### src/core/bcs_pkg.sv
// shared constants and types for the bridge configuration and status registers
package bcs_pkg;

   // register selector carried with every access from the serial frame decoder
   typedef enum logic [2:0] {
      BCS_SEL_DIAG = 3'h0,
      BCS_SEL_CFG = 3'h1,
      BCS_SEL_STAT = 3'h2,
      BCS_SEL_IDENT = 3'h3,
      BCS_SEL_REV = 3'h4
   } bcs_sel_t;

   // one decoded register access, valid for a single clock
   typedef struct packed {
      logic rd;
      logic wr;
      bcs_sel_t sel;
      logic [7:0] wdata;
   } bcs_req_t;

   // raw pin and sensor levels, all asynchronous to clock_i
   typedef struct packed {
      logic bridge_enable_pin;
      logic disable_pin;
      logic parallel_input_first;
      logic parallel_input_second;
      logic output_supply_low;
      logic supply_under;
      logic supply_over;
      logic over_temperature;
      logic thermal_reduction;
      logic current_limit;
      logic [1:0] second_output_fault;
      logic [1:0] first_output_fault;
   } bcs_pins_t;

   localparam int unsigned BCS_PINS_W = $bits(bcs_pins_t);

   // configuration register field positions
   localparam int unsigned CFG_MODE_BIT = 7;
   localparam int unsigned CFG_SRC_BIT = 6;
   localparam int unsigned CFG_DRV1_BIT = 5;
   localparam int unsigned CFG_DRV2_BIT = 4;
   localparam int unsigned CFG_CL_HI_BIT = 3;
   localparam int unsigned CFG_CL_LO_BIT = 2;
   localparam int unsigned CFG_RESET_BIT = 1;
   localparam int unsigned CFG_SLEW_BIT = 0;
   localparam logic [7:0] CFG_RST_VAL = 8'hfa;
   localparam logic [7:0] CFG_DIS_FORCE = 8'h72;

   // current levels
   localparam logic [1:0] CL_LEVEL4 = 2'h3;
   localparam logic [1:0] CL_LEVEL3 = 2'h2;

   // supply monitor register field positions
   localparam int unsigned ST_TEST_DIS_BIT = 7;
   localparam int unsigned ST_TEST_DIR_BIT = 6;
   localparam int unsigned ST_OV_LATCH_BIT = 5;
   localparam int unsigned ST_CLR2_BIT = 4;
   localparam int unsigned ST_CLR1_BIT = 3;
   localparam int unsigned ST_EN_PIN_BIT = 2;
   localparam int unsigned ST_UNDER_BIT = 1;
   localparam int unsigned ST_OVER_BIT = 0;
   localparam logic [2:0] ST_CTRL_RST_VAL = 3'h6;
   localparam logic [1:0] ST_CLR_READBACK = 2'h3;

   // diagnostics register
   localparam int unsigned DIAG_STAGE_BIT = 7;
   localparam logic [6:0] DIAG_ALL_SET = 7'h7f;
   localparam logic [6:0] DIAG_READ_MASK = 7'h70;
   localparam logic [6:0] DIAG_CLR1_MASK = 7'h03;
   localparam logic [6:0] DIAG_CLR2_MASK = 7'h0c;
   localparam logic [6:0] DIAG_NONE = 7'h00;

endpackage

### src/core/bcs_bridge_regs.sv
// configuration, supply monitor and diagnostics registers of the bridge driver
// How it works
// (RQ1) config bit 7: 1 full bridge, 0 two single stages for levels 1 to 3 only
// (RQ2) config bit 6 at 1: outputs follow parallel pins, at 0 the drive bits
// (RQ3) under register control bit 5 drives first output, bit 4 the second
// (RQ4) config bits 3:2 give current level 1 to 4, level 3 default
// (RQ5) writing 0 to config bit 1 resets config, supply monitor and diagnostics
// (RQ6) config resets to 0xfa; bit 0 high selects slow slew
// (RQ7) while stage disabled, bits 6, 5, 4 and 1 are forced to 1
// (RQ8) supply monitor bit 7 low enters threshold test mode
// (RQ9) in test mode bit 6 high raises lower threshold, low lowers upper one
// (RQ10) supply monitor bit 5 chooses latched or live overvoltage report
// (RQ11) writing 0 to bit 4 or 3 clears second or first output diagnosis; read as 1
// (RQ12) supply monitor bit 2 returns the bridge enable pin level
// (RQ13) supply monitor bit 1 low while supply under its lower limit
// (RQ14) supply monitor bit 0 low on supply overvoltage
// (RQ15) power-up, register reset, flag mode restore supply monitor bits 7:3 to 11011
// (RQ16) power-up, register reset, enable edge set diagnostics 6:0; bit 7 live
// (RQ17) reading diagnostics sets bits 6:4 to 1, per-output bits kept
// (RQ18) identifier and revision never change on any reset
// (RQ19) output supply pin held low restores config and supply monitor resets
// (RQ20) unlisted reset sources leave a register unchanged
// (RQ21) diagnostics bit 7 reads 0 whenever either input disables the stages
// (RQ22) the logic-reset bit returns to 1 by itself after the reset
`timescale 1ns/1ps
module bcs_bridge_regs
   import bcs_pkg::*;
#(
   parameter logic [7:0] DEVICE_ID = 8'h5a,   // arbitrary value
   parameter logic [7:0] DEVICE_REV = 8'h11   // arbitrary value
) (
   // clock and power-up reset
   input wire logic clock_i,
   input wire logic rst_n_i,
   // decoded register access from the serial frame logic
   input wire bcs_req_t req_i,
   output logic [7:0] rd_data_o,
   output logic rd_valid_o,
   // asynchronous pins and sensor levels
   input wire bcs_pins_t pins_i,
   // power stage controls
   output logic first_output_o,
   output logic second_output_o,
   output logic bridge_mode_o,
   output logic [1:0] current_level_o,
   output logic slew_slow_o,
   output logic stage_enable_o,
   // supply monitor controls and status
   output logic raise_lower_threshold_o,
   output logic lower_upper_threshold_o,
   output logic supply_fault_o
);

   // synchronised pin levels
   bcs_pins_t pins_s;
   logic [BCS_PINS_W-1:0] pins_sync;

   // register state
   logic [7:0] cfg_q;
   logic [7:0] cfg_d;
   logic [2:0] st_ctrl_q;
   logic [2:0] st_ctrl_d;
   logic [6:0] diag_q;
   logic [6:0] diag_d;
   logic ov_latched_q;
   logic ov_latched_d;
   logic stage_en_q;

   // output registers
   logic [7:0] rd_data_q;
   logic rd_valid_q;
   logic first_out_q;
   logic second_out_q;
   logic bridge_mode_q;
   logic [1:0] current_level_q;
   logic slew_slow_q;
   logic stage_enable_q;
   logic raise_lower_q;
   logic lower_upper_q;
   logic supply_fault_q;

   // pins cross into clock_i before anything reads them
   bcs_sync #(
      .WIDTH(BCS_PINS_W),
      .RST_VAL('0)
   ) u_pin_sync (
      .clock_i(clock_i),
      .rst_n_i(rst_n_i),
      .async_i(pins_i),
      .sync_o(pins_sync)
   );

   assign pins_s = bcs_pins_t'(pins_sync);

   // access decode shared by write and read paths
   function automatic logic hit(input bcs_req_t r, input bcs_sel_t s, input logic is_wr);
      hit = (r.sel == s) && (is_wr ? r.wr : r.rd);
   endfunction

   wire wr_cfg = hit(req_i, BCS_SEL_CFG, 1'b1);
   wire wr_stat = hit(req_i, BCS_SEL_STAT, 1'b1);
   wire rd_diag = hit(req_i, BCS_SEL_DIAG, 1'b0);
   wire rd_stat = hit(req_i, BCS_SEL_STAT, 1'b0);

   // stage status and reset sources
   wire stage_enabled = pins_s.bridge_enable_pin & ~pins_s.disable_pin;  // (RQ21)
   wire enable_edge_reset = stage_enabled ^ stage_en_q;
   wire disabled_level_reset = ~stage_enabled;
   wire flag_mode_reset = pins_s.output_supply_low;                     // (RQ19)
   wire register_triggered_reset = wr_cfg & ~req_i.wdata[CFG_RESET_BIT];  // (RQ5)
   wire cfg_restore = register_triggered_reset | flag_mode_reset;      // (RQ5) (RQ19)
   wire clr_first = wr_stat & ~req_i.wdata[ST_CLR1_BIT];               // (RQ11)
   wire clr_second = wr_stat & ~req_i.wdata[ST_CLR2_BIT];              // (RQ11)

   // configuration: write, then restore, then the disabled-stage forcing on top
   wire [7:0] cfg_written = wr_cfg ? req_i.wdata : cfg_q;
   wire [7:0] cfg_base = cfg_restore ? CFG_RST_VAL : cfg_written;      // (RQ6)
   assign cfg_d = disabled_level_reset ? (cfg_base | CFG_DIS_FORCE) : cfg_base;  // (RQ7)

   // writable supply monitor bits; clear bits are not stored, they always read 1
   wire [2:0] st_written = wr_stat ? req_i.wdata[ST_TEST_DIS_BIT:ST_OV_LATCH_BIT] : st_ctrl_q;
   assign st_ctrl_d = cfg_restore ? ST_CTRL_RST_VAL : st_written;      // (RQ15)

   // decoded supply monitor controls
   wire test_mode = ~st_ctrl_q[2];                                      // (RQ8)
   wire test_dir = st_ctrl_q[1];
   wire ov_latch_en = st_ctrl_q[0];                                     // (RQ10)

   // overvoltage latch; a fresh overvoltage wins over the read that clears it
   wire ov_now = pins_s.supply_over;
   wire ov_clear = rd_stat | ~ov_latch_en | cfg_restore;
   assign ov_latched_d = (ov_now & ov_latch_en) | (ov_latched_q & ~ov_clear);  // (RQ10)
   wire supply_over_flag = ~(ov_now | (ov_latched_q & ov_latch_en));   // (RQ14)
   wire supply_under_flag = ~pins_s.supply_under;                       // (RQ13)

   // diagnostics restore mask from every listed source
   wire [6:0] diag_full = (register_triggered_reset | enable_edge_reset) ? DIAG_ALL_SET : DIAG_NONE;  // (RQ16)
   wire [6:0] diag_rdr = rd_diag ? DIAG_READ_MASK : DIAG_NONE;         // (RQ17)
   wire [6:0] diag_c1 = clr_first ? DIAG_CLR1_MASK : DIAG_NONE;        // (RQ11)
   wire [6:0] diag_c2 = clr_second ? DIAG_CLR2_MASK : DIAG_NONE;       // (RQ11)
   wire [6:0] diag_restore = diag_full | diag_rdr | diag_c1 | diag_c2;

   // faults pull bits low; a fault in the clearing cycle is kept, not lost
   wire [6:0] fault_hits = {pins_s.over_temperature,
                            pins_s.thermal_reduction,
                            pins_s.current_limit,
                            pins_s.second_output_fault,
                            pins_s.first_output_fault};
   assign diag_d = (diag_q | diag_restore) & ~fault_hits;

   // read views of the diagnostics and supply monitor registers
   wire [7:0] diag_view = {stage_enabled, diag_q};                      // (RQ21)
   wire [7:0] stat_view = {st_ctrl_q,
                           ST_CLR_READBACK,                             // (RQ11)
                           pins_s.bridge_enable_pin,                    // (RQ12)
                           supply_under_flag,                           // (RQ13)
                           supply_over_flag};                           // (RQ14)

   // read selection; unknown selectors read as zero
   logic [7:0] rd_mux;
   always_comb
   begin
      unique case (req_i.sel)
         BCS_SEL_DIAG: rd_mux = diag_view;
         BCS_SEL_CFG: rd_mux = cfg_q;
         BCS_SEL_STAT: rd_mux = stat_view;
         BCS_SEL_IDENT: rd_mux = DEVICE_ID;                             // (RQ18)
         BCS_SEL_REV: rd_mux = DEVICE_REV;                              // (RQ18)
         default: rd_mux = 8'h00;
      endcase
   end

   // output stage sources
   wire par_control = cfg_q[CFG_SRC_BIT];                               // (RQ2)
   wire first_src = par_control ? pins_s.parallel_input_first : cfg_q[CFG_DRV1_BIT];    // (RQ3)
   wire second_src = par_control ? pins_s.parallel_input_second : cfg_q[CFG_DRV2_BIT];  // (RQ3)
   wire [1:0] cl_raw = {cfg_q[CFG_CL_HI_BIT], cfg_q[CFG_CL_LO_BIT]};    // (RQ4)
   wire single_stage = ~cfg_q[CFG_MODE_BIT];                            // (RQ1)
   // single stages cannot carry level 4, so it is held at level 3 there
   wire [1:0] cl_eff = (single_stage && cl_raw == CL_LEVEL4) ? CL_LEVEL3 : cl_raw;  // (RQ1)

   // register state; power-up reset sets every listed default
   always_ff @(posedge clock_i or negedge rst_n_i)
   begin
      if (!rst_n_i)
      begin
         cfg_q <= CFG_RST_VAL;                                          // (RQ6)
         st_ctrl_q <= ST_CTRL_RST_VAL;                                  // (RQ15)
         diag_q <= DIAG_ALL_SET;                                        // (RQ16)
         ov_latched_q <= 1'b0;
         stage_en_q <= 1'b0;
      end
      else
      begin
         cfg_q <= cfg_d;                                                // (RQ20) (RQ22)
         st_ctrl_q <= st_ctrl_d;
         diag_q <= diag_d;
         ov_latched_q <= ov_latched_d;
         stage_en_q <= stage_enabled;
      end
   end

   // read answer registered one clock after the request
   always_ff @(posedge clock_i or negedge rst_n_i)
   begin
      if (!rst_n_i)
      begin
         rd_data_q <= 8'h00;
         rd_valid_q <= 1'b0;
      end
      else
      begin
         rd_data_q <= req_i.rd ? rd_mux : rd_data_q;
         rd_valid_q <= req_i.rd;
      end
   end

   // power stage and monitor controls, registered so outputs are glitch free
   always_ff @(posedge clock_i or negedge rst_n_i)
   begin
      if (!rst_n_i)
      begin
         first_out_q <= 1'b0;
         second_out_q <= 1'b0;
         bridge_mode_q <= 1'b1;
         current_level_q <= CL_LEVEL3;
         slew_slow_q <= 1'b0;
         stage_enable_q <= 1'b0;
         raise_lower_q <= 1'b0;
         lower_upper_q <= 1'b0;
         supply_fault_q <= 1'b0;
      end
      else
      begin
         first_out_q <= first_src;
         second_out_q <= second_src;
         bridge_mode_q <= cfg_q[CFG_MODE_BIT];                          // (RQ1)
         current_level_q <= cl_eff;
         slew_slow_q <= cfg_q[CFG_SLEW_BIT];                            // (RQ6)
         stage_enable_q <= stage_enabled;
         raise_lower_q <= test_mode & test_dir;                         // (RQ9)
         lower_upper_q <= test_mode & ~test_dir;                        // (RQ9)
         supply_fault_q <= ~(supply_under_flag & supply_over_flag);
      end
   end

   // ports
   assign rd_data_o = rd_data_q;
   assign rd_valid_o = rd_valid_q;
   assign first_output_o = first_out_q;
   assign second_output_o = second_out_q;
   assign bridge_mode_o = bridge_mode_q;
   assign current_level_o = current_level_q;
   assign slew_slow_o = slew_slow_q;
   assign stage_enable_o = stage_enable_q;
   assign raise_lower_threshold_o = raise_lower_q;
   assign lower_upper_threshold_o = lower_upper_q;
   assign supply_fault_o = supply_fault_q;

endmodule // bcs_bridge_regs

### src/core/bcs_sync.sv
// two-flop synchroniser for asynchronous pin levels
`timescale 1ns/1ps
module bcs_sync #(
   parameter int unsigned WIDTH = 1,
   parameter logic [WIDTH-1:0] RST_VAL = '0
) (
   // clock and reset
   input wire logic clock_i,
   input wire logic rst_n_i,
   // levels
   input wire logic [WIDTH-1:0] async_i,
   output logic [WIDTH-1:0] sync_o
);

   logic [WIDTH-1:0] meta_q;

   // first stage is read only by the second stage
   always_ff @(posedge clock_i or negedge rst_n_i)
   begin
      if (!rst_n_i)
      begin
         meta_q <= RST_VAL;
         sync_o <= RST_VAL;
      end
      else
      begin
         meta_q <= async_i;
         sync_o <= meta_q;
      end
   end

endmodule // bcs_sync

### config.mk
export PLATFORM = sky130hd
export DESIGN_NAME = bcs_bridge_regs
export DESIGN_NICKNAME = d
export VERILOG_FILES = /design/src/core/bcs_pkg.sv /design/src/core/bcs_bridge_regs.sv /design/src/core/bcs_sync.sv
export SDC_FILE = /design/constraint.sdc
export NUM_CORES = 1
export LEC_CHECK = 0
export BUFFER_PORTS_ARGS = -buffer_cell sky130_fd_sc_hd__buf_2
export CAP_MARGIN = 40
export CELL_PAD_IN_SITES_DETAIL_PLACEMENT = 1
export CELL_PAD_IN_SITES_GLOBAL_PLACEMENT = 2
export CORE_MARGIN = 3
export CORE_UTILIZATION = 36
export CTS_CLUSTER_DIAMETER = 150
export DETAILED_ROUTE_END_ITERATION = 8
export GPL_TIMING_DRIVEN = 0
export PLACE_DENSITY = 0.82
export SLEW_MARGIN = 20
export SYNTH_ARGS = -nofsm -noshare
export SYNTH_HDL_FRONTEND = slang
export SYNTH_HIERARCHICAL = 1
export SYNTH_SLANG_ARGS = --single-unit
### constraint.sdc
create_clock -name clock_i -period 1.6 [get_ports clock_i]
set_clock_uncertainty 0.05 [all_clocks]
set_input_delay 0.24 -clock clock_i [delete_from_list [all_inputs] [get_ports clock_i]]
set_output_delay 0.24 -clock clock_i [all_outputs]
set_load 0.005 [all_outputs]
==> flow_metrics.env <==
export IMPL_outcome="completed"
export IMPL_cts_resized=0
export IMPL_dp_hpwl_um=3630
export IMPL_syn_nets=212
export IMPL_synth_ff_type="dfrtp_1"
export IMPL_synth_most_common_cell="dfrtp_1"
export IMPL_finish_utilization_pct=48.9
export IMPL_synth_cell_area_um2=2420
export IMPL_drc=0
export IMPL_numClockSinks=66
export IMPL_cts_path_max_buffers=2
export IMPL_clk_pin_slew_worst_paths_ns=0.07
export IMPL_diodes=0
export IMPL_min_period_ns=1.36
export IMPL_dpl_cell_area_um2=2770
export IMPL_first_global_vias=1768
export IMPL_start_kind="register"
export IMPL_final_cell_area_um2=3140
export IMPL_synth_edf_count=0
export IMPL_setup_ws_ns=0.236
export IMPL_track_usage_pct=15.7
export IMPL_setup_violations=0
export IMPL_async_reset_ff_share_pct=100
export IMPL_synth_area_leaders="dfrtp_1, dfstp_2, mux2i_1"
export IMPL_path_cells="nor2b_1 -> xnor2_1 -> a41oi_1"
export IMPL_worstPathMaxFanout=7
export IMPL_final_net_count=285
export IMPL_die_w_um=88.0
export IMPL_grt_overflow_total=0
export IMPL_netlist_top_cells_count="dfrtp_1, dfstp_2, nor2_1"
export IMPL_rows=29
export IMPL_crit_family="XOR/XNOR gates"
export IMPL_critical_path_class="reg -> reg"
export IMPL_arrival_ns=1.55
export IMPL_maxCapViolations=0
export IMPL_worst_path_buf_inv=0
export IMPL_vias=1597
export IMPL_die_h_um=88.0
export IMPL_drt_wl_total_um=5340
export IMPL_port_buffers=46
export IMPL_fin_cells=338
export IMPL_antenna_found_initial=0
export IMPL_via_per_inst=4.72
export IMPL_vdd_drop_max_v=0.000675
export IMPL_dp_cells=307
export IMPL_p_leak_nw=1.40
export IMPL_synth_top_area_share_pct=50.6
export IMPL_min_from="req_i[12]"
export IMPL_ys_seq_area_share_pct=69.1
export IMPL_synth_seq_cells=66
export IMPL_dieArea_um2=7750
export IMPL_syn_inst=183
export IMPL_synth_xor_area_share_pct=0.362
export IMPL_place_gp_congestion=0.741
export IMPL_cp_end_kind="register"
export IMPL_clockRootBuffer="clkbuf_8"
export IMPL_slew_headroom_pct=65.3
export IMPL_final_setup_tns_ns=0
export IMPL_cts_tree="yes"
export IMPL_post_drt_wl_per_cell_um=15.8
export IMPL_synthMuxAreaShare_pct=4.29
export IMPL_grt_pass1_wl_um=8810
export IMPL_report_final_slew_viol_count=0
export IMPL_drtIter0Drc=66
export IMPL_pre_cts_slack_ns=0.0826
export IMPL_yosys_area_top_type="dfrtp_1"
export IMPL_insertion_delay_ns=0.34
export IMPL_avgSynthCellArea_um2=13.2
export IMPL_synth_simple_gate_area_share_pct=12.3
export IMPL_cpPeakStageDelay_ns=0.45
export IMPL_io_pin_count=48
export IMPL_grt_max_degree=37
export IMPL_syn2layout_area_growth_pct=29.6
export IMPL_required_ns=1.79
export IMPL_r2r_start="u_pin_sync/sync_o[13]"
export IMPL_initial_core_util_pct=37.7
export IMPL_hp_class="in -> reg"
export IMPL_synth_adder_area_share_pct=0
export IMPL_finalCritPeriodShare_pct=85.3
export IMPL_worst_hold_slack_ns=0.0288
export IMPL_rsz0062_at_grt="false"
export IMPL_synth_compound_area_share_pct=9.50
export IMPL_synth_cell_types=37
export IMPL_crit_slowest_cell="xnor2_1"
export IMPL_powerDensity_nw_per_um2=1160
export IMPL_layout_drive_gt1_share_pct=35.6
export IMPL_power_mw=3.64
export IMPL_synth_top_family_by_area="simple AND/OR/NAND/NOR gates"
export IMPL_htreeDepth=3
export IMPL_drtAntennaViolNets=0
export IMPL_tightest_slew_ns=0.517
export IMPL_numCtsBuffers=9
export IMPL_drt_pass1_iter_count=5
export IMPL_fmax_ghz=0.733
export IMPL_post_cts_setup_buffers=0
export IMPL_yosysWarnings=6
export IMPL_core_area_um2=6420
export IMPL_startpoint="u_pin_sync/sync_o[13]"
export IMPL_hold_viol=0
## layout by cell type, fill, tap and decap left out, types with 2 or more instances in the layout
master,netlist,routed
nor2_1,14,14
and2_1,2,2
a211oi_1,2,2
o32ai_1,2,2
nand2_1,4,4
buf_6,2,2
buf_4,3,4
o22ai_1,2,2
buf_2,3,48
o21ai_0,8,8
clkbuf_1,2,3
inv_1,11,11
nor2b_1,5,5
a21oi_1,5,5
a41oi_1,4,4
mux2i_1,7,7
dlygate4sd3_1,0,15
clkinv_2,0,2
dfstp_2,17,17
dfrtp_1,49,49
nand2b_2,2,2
nor3b_1,6,6
nand3_1,5,5
o311ai_0,2,2
a2bb2oi_1,2,2
clkbuf_8,0,10
nand2b_1,6,6
bufinv_16,0,2
mux2_2,3,3
a31oi_1,4,4
## layout make-up
cell class	instances	area, um2
clock buffer	11	141
tap	77	96.3
timing repair buffer	62	403
fill	687	3280
inverter	11	41.3
sequential	66	1670
buffer	10	67.6
multi-input combinational	96	641
clock inverter	5	77.6
## cells by family after synthesis
family	after synthesis
DFF	66
and+or+nand+nor	51
AOI/OAI and AO/OA	34
buffers and inverters	21
muxes	10
xor gates and xnor gates	1
## per-layer routing
metal	GRT usage [%]	wire length (um)	vias to the layer above
li1	-	-	777
met1	19.4	2370	784
met2	25.4	2690	30
met3	4.70	199	6
met4	7.01	77	0
met5	0	0	-
## repair_timing
item	4_1_cts	5_1_grt
setup endpoints to repair	0	0
hold endpoints to repair	35	0
hold buffers	15	0
## sequential cells by signal, summed over array words and instances, names as in the netlist
signal                   cells
current_level_o              2
st_ctrl_q                    3
u_pin_sync/meta_q           14
cfg_q                        8
bridge_mode_o                1
first_output_o               1
rd_data_o                    8
rd_valid_o                   1
stage_enable_o               1
slew_slow_o                  1
ov_latched_q                 1
diag_q                       7
raise_lower_threshold_o      1
lower_upper_threshold_o      1
second_output_o              1
u_pin_sync/sync_o           14
supply_fault_o               1
## worst paths after layout
check	end	slack, ns	cells after the start
min in group asynchronous	second_output_o	0.32	2
min	rd_valid_o	0.03	1
max in group asynchronous	diag_q[6]	0.60	3
max	diag_q[3]	0.24	3
min reg2reg	u_pin_sync/sync_o[3]	0.30	0
max reg2reg	diag_q[3]	0.24	3
## where the power goes
group	total, mW	internal, mW	switching, mW
logic	0.287	0.142	0.145
clock network	1.54	0.915	0.630
registers	1.80	1.77	0.0355
total	3.64	2.83	0.810
Power figures use the tool's default switching activity.
